File: src/rtl/rx_gain_pkg.sv
package rx_gain_pkg;
	// ****************************************
	// Register indexes on the write/read port
	// ****************************************
	localparam logic [2:0] IDX_OP_CTRL = 3'h0;
	localparam logic [2:0] IDX_FILTER_CFG = 3'h1;
	localparam logic [2:0] IDX_RX_CFG2 = 3'h2;
	localparam logic [2:0] IDX_RX_CFG3 = 3'h3;
	localparam logic [2:0] IDX_RX_CFG4 = 3'h4;
	localparam logic [2:0] IDX_SQ_TIMER = 3'h5;
	localparam logic [2:0] IDX_GAIN_STATE = 3'h6;

	// ****************************************
	// Field positions
	// ****************************************
	localparam int OP_RX_EN = 6;
	localparam int OP_SINGLE_CHN = 5;
	localparam int OP_MANUAL = 4;
	localparam int OP_CH_PICK = 3;
	localparam int FC_LP_LSB = 3;
	localparam int FC_FIRST_STAGE_HP_SECOND_ORDER = 3;
	localparam int FC_THIRD_ZERO_HIGH_SEL = 2;
	localparam int FC_H80 = 1;
	localparam int FC_FIRST_ZERO_LOWEST_SEL = 0;
	localparam int C2_MIXER_SEL = 0;
	localparam int C2_RATIO6 = 1;
	localparam int C2_SQ_DYN = 2;
	localparam int C3_BOOST = 3;

	// ****************************************
	// Reset values
	// ****************************************
	localparam logic [7:0] RST_OP_CTRL = 8'h00;
	localparam logic [7:0] RST_FILTER_CFG = 8'h00;
	localparam logic [7:0] RST_RX_CFG2 = 8'h00;
	localparam logic [7:0] RST_RX_CFG3 = 8'h06;
	localparam logic [7:0] RST_RX_CFG4 = 8'h00;
	localparam logic [7:0] RST_SQ_TIMER = 8'h00;

	// ****************************************
	// Loop state and timing
	// ****************************************
	localparam logic [3:0] LOOP_MAX = 4'ha;
	localparam logic [3:0] WINDOW_STEPS = 4'h4;
	localparam logic [9:0] SQ_TRANS_LIMIT = 10'h002;
	localparam int SYS_CLK_MHZ = 125;
	localparam int SQ_DELAY_NS = 18880;
	localparam int SQ_DELAY_CYCLES = (SQ_DELAY_NS * SYS_CLK_MHZ + 999) / 1000;
	localparam int REF_CLK_KHZ = 13560;
	localparam int SQ_WINDOW_NS = 50000;
	localparam int SQ_WINDOW_REF = (SQ_WINDOW_NS * REF_CLK_KHZ) / 1000000;

	typedef enum logic [1:0] {SQ_IDLE, SQ_WAIT, SQ_RUN, SQ_DONE} squelch_state_t;
endpackage : rx_gain_pkg

File: src/rtl/rx_channel_gain_squelch_control.sv
`timescale 1ns/10ps
// How it works
// RULE1 - Receive chain powered only while receiver-on bit is 1.
// RULE2 - Both channels, manual off: framing channel chosen automatically, pick bit ignored.
// RULE3 - With both channels active, manual bit selects automatic or manual choice.
// RULE4 - Pick bit 0 routes AM/I, 1 routes PM/Q when manual or single.
// RULE5 - Configuration 2 bit selects peak detector or mixer demodulator.
// RULE6 - First stage gain: six 2.5 dB cuts, boost, set only by configuration 3.
// RULE7 - Configuration 3 resets to minimum first-stage gain.
// RULE8 - Three low-pass bits select second-stage cut-off; other codes unused.
// RULE9 - Shared zero bits set first and third stage zeros together.
// RULE10 - Second/third stage gain cut in six 3 dB steps, loops or manual.
// RULE11 - Reset-gain command reinitialises loops and loads manual setting.
// RULE12 - Digitizer window has five settings in 3 dB steps.
// RULE13 - Eleven loop settings: four window steps then six gain cuts.
// RULE14 - Loops start from initial setting in configuration 4.
// RULE15 - Gain-reduction state register reports the loop state.
// RULE16 - Dynamic squelch begins 18.88 us after end of transmission.
// RULE17 - Squelch stops when mask-receive timer reaches squelch timer value.
// RULE18 - Ratio bit selects squelch ratio 1 or 6.
// RULE19 - Ratio 1: over two transitions per 50 us adds a step.
// RULE20 - Ratio 6 uses the comparator with six-times window.
// RULE21 - Loop state latched into state register on receive-active falling edge.
// RULE22 - Gain control runs while receive-active high, reset when low; code only gates AGC steps with it, and does not reset loop state when low.
// RULE23 - Squelch window timed by counting 13.56 MHz reference cycles.
// RULE24 - Loop index saturates at last setting, never wraps.
module rx_channel_gain_squelch_control (
	input wire logic sys_clk_i,
	input wire logic rst_n_i,
	input wire logic wr_strobe_i,
	input wire logic [2:0] wr_index_i,
	input wire logic [7:0] wr_data_i,
	input wire logic [2:0] rd_index_i,
	output logic [7:0] rd_data_o,
	input wire logic reset_gain_cmd_i,
	input wire logic tx_end_i,
	input wire logic rx_on_i,
	input wire logic agc_step_i,
	input wire logic [7:0] mask_receive_timer_i,
	input wire logic ref_clk_i,
	input wire logic digitizer_main_i,
	input wire logic digitizer_wide_i,
	output logic rx_power_on_o,
	output logic auto_channel_o,
	output logic decode_channel_pick_o,
	output logic demod_mixer_sel_o,
	output logic [2:0] first_stage_cut_o,
	output logic first_stage_boost_o,
	output logic [2:0] lowpass_code_o,
	output logic lowpass_code_valid_o,
	output logic first_stage_hp_second_order_o,
	output logic third_zero_high_sel_o,
	output logic third_zero_low_sel_o,
	output logic first_zero_lowest_sel_o,
	output logic zero_code_valid_o,
	output logic [2:0] window_step_o,
	output logic [2:0] gain_cut_step_o,
	output logic [3:0] loop_state_o,
	output logic squelch_active_o
);
	import rx_gain_pkg::*;

	// ****************************************
	// Configuration registers
	// ****************************************
	logic [7:0] op_ctrl;
	logic [7:0] receiver_filter_config;
	logic [7:0] rx_cfg2;
	logic [7:0] rx_cfg3;
	logic [7:0] rx_cfg4;
	logic [7:0] sq_timer;
	logic [7:0] gain_state;
	logic [7:0] next_op_ctrl;
	logic [7:0] next_receiver_filter_config;
	logic [7:0] next_rx_cfg2;
	logic [7:0] next_rx_cfg3;
	logic [7:0] next_rx_cfg4;
	logic [7:0] next_sq_timer;
	logic [7:0] next_rd_data;
	logic [3:0] init_state;

	always_comb begin
		next_op_ctrl = op_ctrl;
		next_receiver_filter_config = receiver_filter_config;
		next_rx_cfg2 = rx_cfg2;
		next_rx_cfg3 = rx_cfg3;
		next_rx_cfg4 = rx_cfg4;
		next_sq_timer = sq_timer;
		if (wr_strobe_i) begin
			unique case (wr_index_i)
				IDX_OP_CTRL: next_op_ctrl = wr_data_i;
				IDX_FILTER_CFG: next_receiver_filter_config = wr_data_i;
				IDX_RX_CFG2: next_rx_cfg2 = wr_data_i;
				// Only path that changes first-stage gain [RULE6]
				IDX_RX_CFG3: next_rx_cfg3 = wr_data_i;
				IDX_RX_CFG4: next_rx_cfg4 = wr_data_i;
				IDX_SQ_TIMER: next_sq_timer = wr_data_i;
				default: begin
				end
			endcase
		end
		unique case (rd_index_i)
			IDX_OP_CTRL: next_rd_data = op_ctrl;
			IDX_FILTER_CFG: next_rd_data = receiver_filter_config;
			IDX_RX_CFG2: next_rd_data = rx_cfg2;
			IDX_RX_CFG3: next_rd_data = rx_cfg3;
			IDX_RX_CFG4: next_rd_data = rx_cfg4;
			IDX_SQ_TIMER: next_rd_data = sq_timer;
			IDX_GAIN_STATE: next_rd_data = gain_state; // [RULE15]
			default: next_rd_data = 8'h00;
		endcase
	end

	always_ff @(posedge sys_clk_i or negedge rst_n_i) begin
		if (!rst_n_i) begin
			op_ctrl <= RST_OP_CTRL;
			receiver_filter_config <= RST_FILTER_CFG;
			rx_cfg2 <= RST_RX_CFG2;
			rx_cfg3 <= RST_RX_CFG3; // Minimum first-stage gain [RULE7]
			rx_cfg4 <= RST_RX_CFG4;
			sq_timer <= RST_SQ_TIMER;
			rd_data_o <= 8'h00;
		end else begin
			op_ctrl <= next_op_ctrl;
			receiver_filter_config <= next_receiver_filter_config;
			rx_cfg2 <= next_rx_cfg2;
			rx_cfg3 <= next_rx_cfg3;
			rx_cfg4 <= next_rx_cfg4;
			sq_timer <= next_sq_timer;
			rd_data_o <= next_rd_data;
		end
	end

	// ****************************************
	// Static decode of configuration
	// ****************************************
	logic both_channels;
	logic [3:0] zero_bits;

	assign both_channels = !op_ctrl[OP_SINGLE_CHN];
	assign zero_bits = receiver_filter_config[3:0];
	assign rx_power_on_o = op_ctrl[OP_RX_EN]; // [RULE1]
	// Framing logic picks the channel itself; pick bit ignored [RULE2] [RULE3]
	assign auto_channel_o = both_channels && !op_ctrl[OP_MANUAL];
	assign decode_channel_pick_o = auto_channel_o ? 1'b0 : op_ctrl[OP_CH_PICK]; // [RULE4]
	assign demod_mixer_sel_o = rx_cfg2[C2_MIXER_SEL]; // [RULE5]
	// Cut codes above six clamp to the deepest step [RULE6]
	assign first_stage_cut_o = (rx_cfg3[2:0] == 3'h7) ? 3'h6 : rx_cfg3[2:0];
	assign first_stage_boost_o = rx_cfg3[C3_BOOST];
	assign lowpass_code_o = receiver_filter_config[FC_LP_LSB +: 3];
	// Codes 011, 110 and 111 have no cut-off [RULE8]
	assign lowpass_code_valid_o = !(lowpass_code_o == 3'h3 || lowpass_code_o[2:1] == 2'h3);
	assign first_stage_hp_second_order_o = zero_bits[FC_FIRST_STAGE_HP_SECOND_ORDER]; // [RULE9]
	assign third_zero_high_sel_o = zero_bits[FC_THIRD_ZERO_HIGH_SEL];
	assign third_zero_low_sel_o = zero_bits[FC_H80];
	assign first_zero_lowest_sel_o = zero_bits[FC_FIRST_ZERO_LOWEST_SEL];

	always_comb begin
		// Listed zero combinations only [RULE9]
		unique case (zero_bits)
			4'h0, 4'h4, 4'h2, 4'h1, 4'h3, 4'h5, 4'h8, 4'hc: zero_code_valid_o = 1'b1;
			default: zero_code_valid_o = 1'b0;
		endcase
	end

	// ****************************************
	// Synchronised pins
	// ****************************************
	logic ref_level;
	logic main_level;
	logic wide_level;
	logic ref_prev;
	logic dig_prev;
	logic dig_sel;
	logic ref_tick;
	logic transition;
	logic rx_on_prev;

	pin_sync u_sync_ref (
		.sys_clk_i(sys_clk_i),
		.rst_n_i(rst_n_i),
		.pin_i(ref_clk_i),
		.level_o(ref_level)
	);
	pin_sync u_sync_main (
		.sys_clk_i(sys_clk_i),
		.rst_n_i(rst_n_i),
		.pin_i(digitizer_main_i),
		.level_o(main_level)
	);
	pin_sync u_sync_wide (
		.sys_clk_i(sys_clk_i),
		.rst_n_i(rst_n_i),
		.pin_i(digitizer_wide_i),
		.level_o(wide_level)
	);

	// Ratio 6 watches the six-times comparator [RULE18] [RULE20]
	assign dig_sel = rx_cfg2[C2_RATIO6] ? wide_level : main_level;
	assign ref_tick = ref_level && !ref_prev;
	assign transition = dig_sel != dig_prev;

	// ****************************************
	// Squelch sequencing
	// ****************************************
	squelch_state_t sq_state;
	squelch_state_t next_sq_state;
	logic [11:0] delay_count;
	logic [11:0] next_delay_count;
	logic too_noisy;
	logic quiet;
	logic sq_run;

	assign sq_run = (sq_state == SQ_RUN);
	assign squelch_active_o = sq_run;

	squelch_observer u_observer (
		.sys_clk_i(sys_clk_i),
		.rst_n_i(rst_n_i),
		.run_i(sq_run),
		.ref_tick_i(ref_tick),
		.transition_i(transition),
		.too_noisy_o(too_noisy),
		.quiet_o(quiet)
	);

	always_comb begin
		next_sq_state = sq_state;
		next_delay_count = delay_count;
		unique case (sq_state)
			SQ_IDLE: begin
				if (tx_end_i && rx_cfg2[C2_SQ_DYN]) begin
					next_sq_state = SQ_WAIT;
					next_delay_count = '0;
				end
			end
			SQ_WAIT: begin
				// Starts 18.88 us after transmit end [RULE16]
				if (delay_count == 12'(SQ_DELAY_CYCLES - 1)) begin
					next_sq_state = SQ_RUN;
				end else begin
					next_delay_count = delay_count + 12'h001;
				end
			end
			SQ_RUN: begin
				// Quiet window or deepest step ends the search [RULE19]
				if (quiet || (too_noisy && loop_state_o == LOOP_MAX)) begin
					next_sq_state = SQ_DONE;
				end
			end
			SQ_DONE: begin
			end
		endcase
		// Mask-receive timer reaching the limit ends squelch [RULE17]
		if (sq_state != SQ_IDLE && mask_receive_timer_i >= sq_timer) begin
			next_sq_state = SQ_IDLE;
		end
		if (!rx_cfg2[C2_SQ_DYN]) begin
			next_sq_state = SQ_IDLE;
		end
	end

	always_ff @(posedge sys_clk_i or negedge rst_n_i) begin
		if (!rst_n_i) begin
			sq_state <= SQ_IDLE;
			delay_count <= '0;
			ref_prev <= 1'b0;
			dig_prev <= 1'b0;
			rx_on_prev <= 1'b0;
		end else begin
			sq_state <= next_sq_state;
			delay_count <= next_delay_count;
			ref_prev <= ref_level;
			dig_prev <= dig_sel;
			rx_on_prev <= rx_on_i;
		end
	end

	// ****************************************
	// Shared loop state
	// ****************************************
	logic [3:0] next_loop_state;
	logic [7:0] next_gain_state;
	logic step_req;

	// Out-of-range initial values clamp to the last setting
	assign init_state = (rx_cfg4[3:0] > LOOP_MAX) ? LOOP_MAX : rx_cfg4[3:0]; // [RULE14]
	// AGC steps only act while receive-active is high; squelch steps do not need it [RULE22]
	assign step_req = (sq_run && too_noisy) || (agc_step_i && rx_on_i);

	always_comb begin
		next_loop_state = loop_state_o;
		next_gain_state = gain_state;
		if (reset_gain_cmd_i) begin
			// Reinitialises the loop index, loads manual setting [RULE11] [RULE14]
			next_loop_state = init_state;
		end else if (step_req && loop_state_o != LOOP_MAX) begin
			next_loop_state = loop_state_o + 4'h1; // [RULE24]
		end
		if (rx_on_prev && !rx_on_i) begin
			next_gain_state = {4'h0, loop_state_o}; // [RULE21]
		end
	end

	always_ff @(posedge sys_clk_i or negedge rst_n_i) begin
		if (!rst_n_i) begin
			loop_state_o <= 4'h0;
			gain_state <= 8'h00;
		end else begin
			loop_state_o <= next_loop_state;
			gain_state <= next_gain_state;
		end
	end

	// Window widens first, then gain drops [RULE13] [RULE12] [RULE10]
	assign window_step_o = (loop_state_o > WINDOW_STEPS) ? 3'h4 : loop_state_o[2:0];
	assign gain_cut_step_o = (loop_state_o > WINDOW_STEPS) ?
		3'(loop_state_o - WINDOW_STEPS) : 3'h0;
endmodule : rx_channel_gain_squelch_control

File: src/rtl/pin_sync.sv
`timescale 1ns/10ps
module pin_sync (
	input wire logic sys_clk_i,
	input wire logic rst_n_i,
	input wire logic pin_i,
	output logic level_o
);
	logic s1;
	logic s2;
	logic s3;
	logic next_level;

	always_comb begin
		next_level = level_o;
		// Change counts only once second and third stage agree
		if (s2 == s3) begin
			next_level = s3;
		end
	end

	always_ff @(posedge sys_clk_i or negedge rst_n_i) begin
		if (!rst_n_i) begin
			s1 <= 1'b0;
			s2 <= 1'b0;
			s3 <= 1'b0;
			level_o <= 1'b0;
		end else begin
			s1 <= pin_i;
			s2 <= s1;
			s3 <= s2;
			level_o <= next_level;
		end
	end
endmodule : pin_sync

File: src/rtl/squelch_observer.sv
`timescale 1ns/10ps
module squelch_observer (
	input wire logic sys_clk_i,
	input wire logic rst_n_i,
	input wire logic run_i,
	input wire logic ref_tick_i,
	input wire logic transition_i,
	output logic too_noisy_o,
	output logic quiet_o
);
	import rx_gain_pkg::*;

	logic [9:0] ref_count;
	logic [9:0] trans_count;
	logic [9:0] next_ref_count;
	logic [9:0] next_trans_count;
	logic next_too_noisy;
	logic next_quiet;
	logic window_end;

	// Window timed in reference clock cycles [RULE23]
	assign window_end = run_i && ref_tick_i && (ref_count == 10'(SQ_WINDOW_REF - 1));

	always_comb begin
		next_ref_count = ref_count;
		next_trans_count = trans_count;
		next_too_noisy = 1'b0;
		next_quiet = 1'b0;
		if (!run_i) begin
			next_ref_count = '0;
			next_trans_count = '0;
		end else begin
			if (transition_i && trans_count != 10'h3ff) begin
				next_trans_count = trans_count + 10'h001;
			end
			if (window_end) begin
				// More than two transitions asks for one more step [RULE19]
				next_too_noisy = (trans_count > SQ_TRANS_LIMIT);
				next_quiet = (trans_count <= SQ_TRANS_LIMIT);
				next_ref_count = '0;
				next_trans_count = '0;
			end else if (ref_tick_i) begin
				next_ref_count = ref_count + 10'h001;
			end
		end
	end

	always_ff @(posedge sys_clk_i or negedge rst_n_i) begin
		if (!rst_n_i) begin
			ref_count <= '0;
			trans_count <= '0;
			too_noisy_o <= 1'b0;
			quiet_o <= 1'b0;
		end else begin
			ref_count <= next_ref_count;
			trans_count <= next_trans_count;
			too_noisy_o <= next_too_noisy;
			quiet_o <= next_quiet;
		end
	end
endmodule : squelch_observer

File: config.mk
export PLATFORM = sky130hd
export DESIGN_NAME = rx_channel_gain_squelch_control
export DESIGN_NICKNAME = d
export VERILOG_FILES = /design/src/rtl/rx_gain_pkg.sv /design/src/rtl/rx_channel_gain_squelch_control.sv /design/src/rtl/pin_sync.sv /design/src/rtl/squelch_observer.sv
export SDC_FILE = /design/constraint.sdc
export NUM_CORES = 1
export LEC_CHECK = 0
export BUFFER_PORTS_ARGS = -buffer_cell sky130_fd_sc_hd__buf_2
export CAP_MARGIN = 5
export CORE_MARGIN = 2
export CORE_UTILIZATION = 50
export DETAILED_ROUTE_END_ITERATION = 8
export GPL_TIMING_DRIVEN = 0
export MAX_ROUTING_LAYER = met4
export PLACE_DENSITY = 0.7
export SYNTH_ARGS = -nofsm -noshare
export SYNTH_HDL_FRONTEND = slang
export SYNTH_SLANG_ARGS = --single-unit
File: constraint.sdc
create_clock -name sys_clk_i -period 2.29 [get_ports sys_clk_i]
set_input_delay 0.1145 -clock sys_clk_i [delete_from_list [all_inputs] [get_ports sys_clk_i]]
set_output_delay 0.1145 -clock sys_clk_i [all_outputs]
set_load 0.01 [all_outputs]
======== Yosys cells after proc, flatten, opt, wreduce, memory -nomap -nowiden ========
Memory sizes are Yosys's and may differ from the RTL's.
Cells that the tools add are included.
storage, ports and cells
  register bits after elaboration ......... 115
  bits in read-only memories .............. 16
  input port bits ......................... 32
  output and inout bits ................... 36
  logic and storage cells ................. 136
  memories ................................ 1
operators by class
  add/sub/neg operators ................... 5
  magnitude comparators ................... 5
  equal/unequal tests ..................... 33
  multiplexer cells ....................... 28
  reduce and logical (&&, ||, !) cells .... 34
memory list
  name             words  width  read ports  clocked after memory_dff  write ports  RTL line                                RTL
  (no name shown)  16     1      1           0                         0            rx_channel_gain_squelch_control.sv:160  unique case (zero_bits)
operator list
  kind                     number
  $mux W10                 6
  $pmux W8 S7              1
  $mux W12                 2
  $pmux W12 S2             1
  $add A10 B1 Y10 const B  2
  $eq A3 B3 Y1 const B     6
  $eq A3 B2 Y1 const B     5
  $add A12 B1 Y12 const B  1
  $eq A12 B12 Y1 const B   1
  $logic_and A1 B1 Y1      12
  $mux W4                  3
  $ne A4 B4 Y1 const B     3
  $reduce_and A2 Y1        6
  $eq A10 B10 Y1 const B   1
  $gt A10 B2 Y1 const B    1
  $le A10 B2 Y1 const B    1
  $mux W2                  5
  $ne A10 B10 Y1 const B   1
  $mux W3                  3
  $ge A8 B8 Y1             1
  $eq A3 B1 Y1 const B     2
  $logic_not A3 Y1         2
  $mux W1                  6
  $ne A3 B1 Y1 const B     2
  19 further kinds         31

======== Logic depth before layout (Yosys ltp) ========
  word-level depth ........................ 7
  depth in mapped cells ................... 9
  mapped depth without buffers ............ 7

======== Cells and area by module ========
A second synthesis with hierarchy kept.
unflattened totals
  cells, all modules ...................... 504
  area, all modules ....................... 5,649.2 sq um
modules (own cells, without submodules)
  module                           instances  cells an instance  area an instance (sq um)  sequential area each (sq um)
  rx_channel_gain_squelch_control  1          362                4,117.7                   2,029.4
  squelch_observer                 1          127                1,197.4                   550.5
  pin_sync                         3          5                  111.4                     100.1

======== Worst setup path before layout ========
Ideal clock, no wire load.
  path kind ............................... register to register
  start point ............................. register sq_timer[0]
  end point ............................... register sq_state[1]
  library setup time ...................... 0.129 ns
  arrival time ............................ 1.798 ns
  required time ........................... 2.161 ns
  setup slack ............................. 0.363 ns
  stages on the path, launching flop included .. 7
  buffers on the path ..................... 0
  clock period less this slack ............ 1.927 ns
  path through ............................ dfrtp_1 ha_1 nand2b_1 a2111o_1 a311o_1 a211oi_1 o32ai_1
between the ends
  word-level cells in the longest chain between the ends .. 4
  elaborated cells on any way between the ends .. 9
  those cells by class .................... 1 x order compare; 4 x eq/ne; 2 x mux; 2 x reduce/logical
ends and longest elaborated chain
  item                                                           RTL line                                RTL
  from (decl)                                                    rx_channel_gain_squelch_control.sv:71   logic [7:0] sq_timer;
  from (signal assigned)                                         rx_channel_gain_squelch_control.sv:129  sq_timer <= next_sq_timer;
  $ge A8 B8 Y1 *                                                 rx_channel_gain_squelch_control.sv:255  if (sq_state != SQ_IDLE && mask_receive_timer_i >= sq_timer) begin
  $logic_and A1 B1 Y1 *                                          rx_channel_gain_squelch_control.sv:255
  $ne A5 B1 Y1 (no line), or another cell as far along           --
  $reduce_and A4 Y1 (no line) / $mux W2 (equally long branches)  --
  to (signal assigned)                                           rx_channel_gain_squelch_control.sv:271  sq_state <= next_sq_state;
  to (decl)                                                      rx_channel_gain_squelch_control.sv:206  squelch_state_t sq_state;
Mark *: on every way between the ends. The rest lies on a longest branch, timed or not.
A chain may end at the register's enable or synchronous reset.

======== Worst setup path after layout ========
Ends and elaborated chain as after synthesis.

==> results.md <==
- PwrDens: 953 mW/mm^2
- Async SR Flop Fraction: 100%
- Worst R2R Setup Slack: 0.19 ns
- Critical R2R Capture: sq_state[1]$_DFFE_PN0P_
- Maximum VDD drop: 0.000541 V
- RD Place Congestion: 0.846
- Clock Tree Root: clkbuf_16
- Endpoints failing setup: 0
- Leak: 3.09 nW
- Antenna diodes: 0
- Net Switching: 0.00191 W
- GRT Residual Overflow: 0
- Detailed Place HPWL: 8.83 mm
- Worst Min Path Start: wr_data_i[0]
- DP Area: 0.00630 mm^2
- Later-pin clock latency in the skew report: 0.42 ns
- Total wire length: 13.0 mm
- Global Route Usage Sum: 23.0%
- DRC viols: 0
- Initial antenna violation count: 0
- Syn Nets: 570
- Via/cell ratio: 5.61
- Layout cells sized above 1: 27.9%
- Clock Pin Slew Worst Setup and Hold Paths: 0.05 ns
- Vias in the first global route: 4295
- H-tree levels: 4
- Global-route wire length before repair: 21.7 mm
- R2R depth: 6
- Setup CP Type: reg -> reg
- Initial core utilization: 51.0%
- Worst Setup End Kind: flop
- Critical Path RT: 2.61 ns
- Placed Instances: 726
- I/O pin total: 68
- Min-delay worst type: in -> reg
- Max Cap Viol: 0
- Worst Clk Skew: 0.00547 ns
- I/O Buffers: 63
- CTS tree: built
- Slew @ Worst Pin: 0.793 ns
- Row cnt: 39
- Post-synthesis cell type count: 59
- Total power: 0.00666 W
- Fmax: 476 MHz
- Register bit total from synthesis: 115
- Area growth from synthesis to layout: 21.1%
- Status: finished clean
- Hold depth: 2
- Area of the core: 0.0113 mm^2
- Fin area: 0.00699 mm^2
- DIE WIDTH: 111 um
- Switching Share: 28.6%
- Routed len/inst: 16.9 um
- 1st-pass router iterations: 5
- Final period util: 91.7%
- Post-route ant nets: 0
- Comb power frac: 20.8%
- Pin count of the biggest net entering global routing: 62
- Clock Path Buffers: 2
- Worst hold endpoint: receiver_filter_config[0]$_DFFE_PN0P_
- Synth Instances: 519
- CTS Buf Count: 17
- RSZ-0062 raised after global routing: no
- Critical Path Fanout Max: 4
- YS warnings: 0
- Initial drt markers: 168
- Period minus WS final: 2.10 ns
- Ys flop type: dfrtp_1
- Setup TNS: 0 ns
- Number of synthesized flops with an enable pin: 0
- Mapped Area: 0.00577 mm^2
- Clock power frac: 40.7%
- Sequential Power Share: 38.5%
- Internal power: 0.00475 W
- Max-slew violation count: 0
- Slew headroom: 46.8%
- CP startpoint kind: flop
- Chip height: 111 um
- Vias: 4298
- Arrival time worst endpoint: 2.42 ns
- Finished Layout Cells: 766
- Mean Syn Cell Area: 11.1 um^2
- Worst flop-to-flop path startpoint: sq_timer[0]$_DFFE_PN0P_
- Die area: 0.0124 mm^2
- Final hold violations: 0
- Post-synthesis sequential area ratio: 49.9%
- Nets: 661
- Count of clock tree sinks: 115
what timing repair did:
action | 4_1_cts | 5_1_grt
gates resized for setup | 1 | 0
endpoints found under the setup margin | 1 | 0
buffers inserted | 0 | 0
hold endpoints to repair | 66 | 0
hold buffers | 8 | 0
flip-flops by register name, summed over array words and instances, names as in the netlist, 2 cells and up:
signal and flops:
delay_count 12, u_observer.ref_count 10, u_observer.trans_count 10, op_ctrl 8, rd_data_o 8, receiver_filter_config 8
rx_cfg2 8, rx_cfg3 8, rx_cfg4 8, sq_timer 8, gain_state 4, loop_state_o 4
sq_state 2
synthesized netlist by cell type, types with 3 or more instances:
cell / instances / area [um^2]
nor2_1: 36 / 135
nand4_1: 6 / 37.5
o21ai_0: 12 / 60.1
buf_4: 4 / 30.0
maj3_1: 3 / 30.0
nor4_1: 6 / 37.5
mux2i_1: 10 / 100
nor3b_1: 3 / 22.5
xor2_1: 5 / 43.8
ha_1: 19 / 238
o21ai_1: 12 / 60.1
nor4b_1: 4 / 35.0
a22oi_1: 7 / 52.6
a211oi_1: 4 / 30.0
dfrtp_1: 113 / 2830
or3_1: 3 / 18.8
clkbuf_1: 16 / 60.1
mux2_2: 57 / 642
a21boi_0: 4 / 30.0
nand3_1: 14 / 70.1
a31oi_1: 5 / 31.3
xnor2_1: 17 / 149
a21oi_1: 16 / 80.1
nand4b_1: 4 / 35.0
buf_2: 3 / 15.0
nor3_1: 10 / 50.1
and2_1: 5 / 31.3
and3_1: 8 / 50.1
nand2b_1: 10 / 62.6
nand2_1: 33 / 124
nor2b_1: 7 / 43.8
inv_1: 24 / 90.1
o22ai_1: 4 / 25.0
per-layer routing:
metal	up-vias	global-route usage, %	part of all wire, %
met3	17	4.41	4.4
met2	121	36.3	50
met5	-	-	0
li1	2046	-	-
met1	2114	29.2	44
met4	0	9.96	1.5
logic make-up (layout without fill, tap and decap cells):
family	count (synthesis)	after routing	synth area share [%]
AOI/OAI and AO/OA	84	84	10.0
xor gates and xnor gates	22	22	3.34
adders and majority gates	22	22	4.64
buffers and inverters	48	152	3.45
DFF	115	115	49.9
muxes	68	68	13.3
and+or+nand+nor	160	160	15.4
layout make-up:
type / count / area (um^2)
fill: 900 / 4330
sequential: 115 / 2880
multi-input combinational: 356 / 2690
clock buffer: 23 / 478
timing repair buffer: 72 / 429
tap: 143 / 179
clock inverter: 9 / 128
buffer: 24 / 109
inverter: 24 / 90.1
worst max-delay path by stage:
| stage | start | cells past startpoint | endpoint | slack, ns |
|---|---|---|---|---|
| floorplan | sq_timer[0]$_DFFE_PN0P_ | 6 | sq_state[1]$_DFFE_PN0P_ | 0.36 |
| global placement | rst_n_i | 1 | u_sync_main.s1$_DFF_PN0_ | -0.25 |
| detailed placement | sq_state[1]$_DFFE_PN0P_ | 6 | delay_count[9]$_DFFE_PN0P_ | 0.02 |
| CTS | sq_timer[0]$_DFFE_PN0P_ | 6 | sq_state[1]$_DFFE_PN0P_ | 0.19 |
| global route | sq_state[1]$_DFFE_PN0P_ | 7 | delay_count[11]$_DFFE_PN0P_ | 0.01 |
| finish | sq_timer[0]$_DFFE_PN0P_ | 6 | sq_state[1]$_DFFE_PN0P_ | 0.19 |
power by group through the flow:
stage	clock, W	sequential (W)	combinational, W
4_1_cts	0.00274	0.00256	0.00139
3_5_place_dp	0	0.00259	0.00136
5_1_grt	0.00284	0.00259	0.00155
2_1_floorplan	0	0.00255	0.000911
6_report	0.00271	0.00256	0.00139
3_3_place_gp	0	0.00257	0.00131
cells in the final DEF (no fill, tap or decap), types with 4 or more instances in the layout:
master and count:
clkbuf_16 17, a22oi_1 7, nand4_1 6, a31oi_1 5
nand3_1 14, xor2_1 5, mux2i_1 10, nor2b_1 7
buf_4 4, mux2_2 57, nor2_1 36, and2_1 5
a21oi_1 16, nand2_1 33, inv_1 24, o21ai_1 12
nor4_1 6, nand4b_1 4, nor3_1 10, dfrtp_1 113
ha_1 19, a211oi_1 4, o22ai_1 4, nor4b_1 4
o21ai_0 12, dlygate4sd3_1 8, clkbuf_1 19, xnor2_1 17
a21boi_0 4, and3_1 8, buf_2 65, nand2b_1 10
worst max-delay path, stage by stage, from the launching register on:
cell and delay (ns):
dfrtp_1 0.40, ha_1 0.27, nand2b_1 0.14, a2111o_1 0.44, a31oi_1 0.31, a21boi_0 0.15, o32ai_1 0.28
through the flow:
stage          hold WS [ns]  util [%]  setup WS, ns
6_report             0.0146      61.7         0.191
2_1_floorplan        -0.181         -         0.363
5_1_grt              0.0195      61.7        0.0101
4_1_cts            0.000504      61.7         0.186
3_5_place_dp          0.110      55.6        0.0246
3_3_place_gp          0.222      55.3        -0.254
Note: power is estimated with default switching activity, not from simulation.
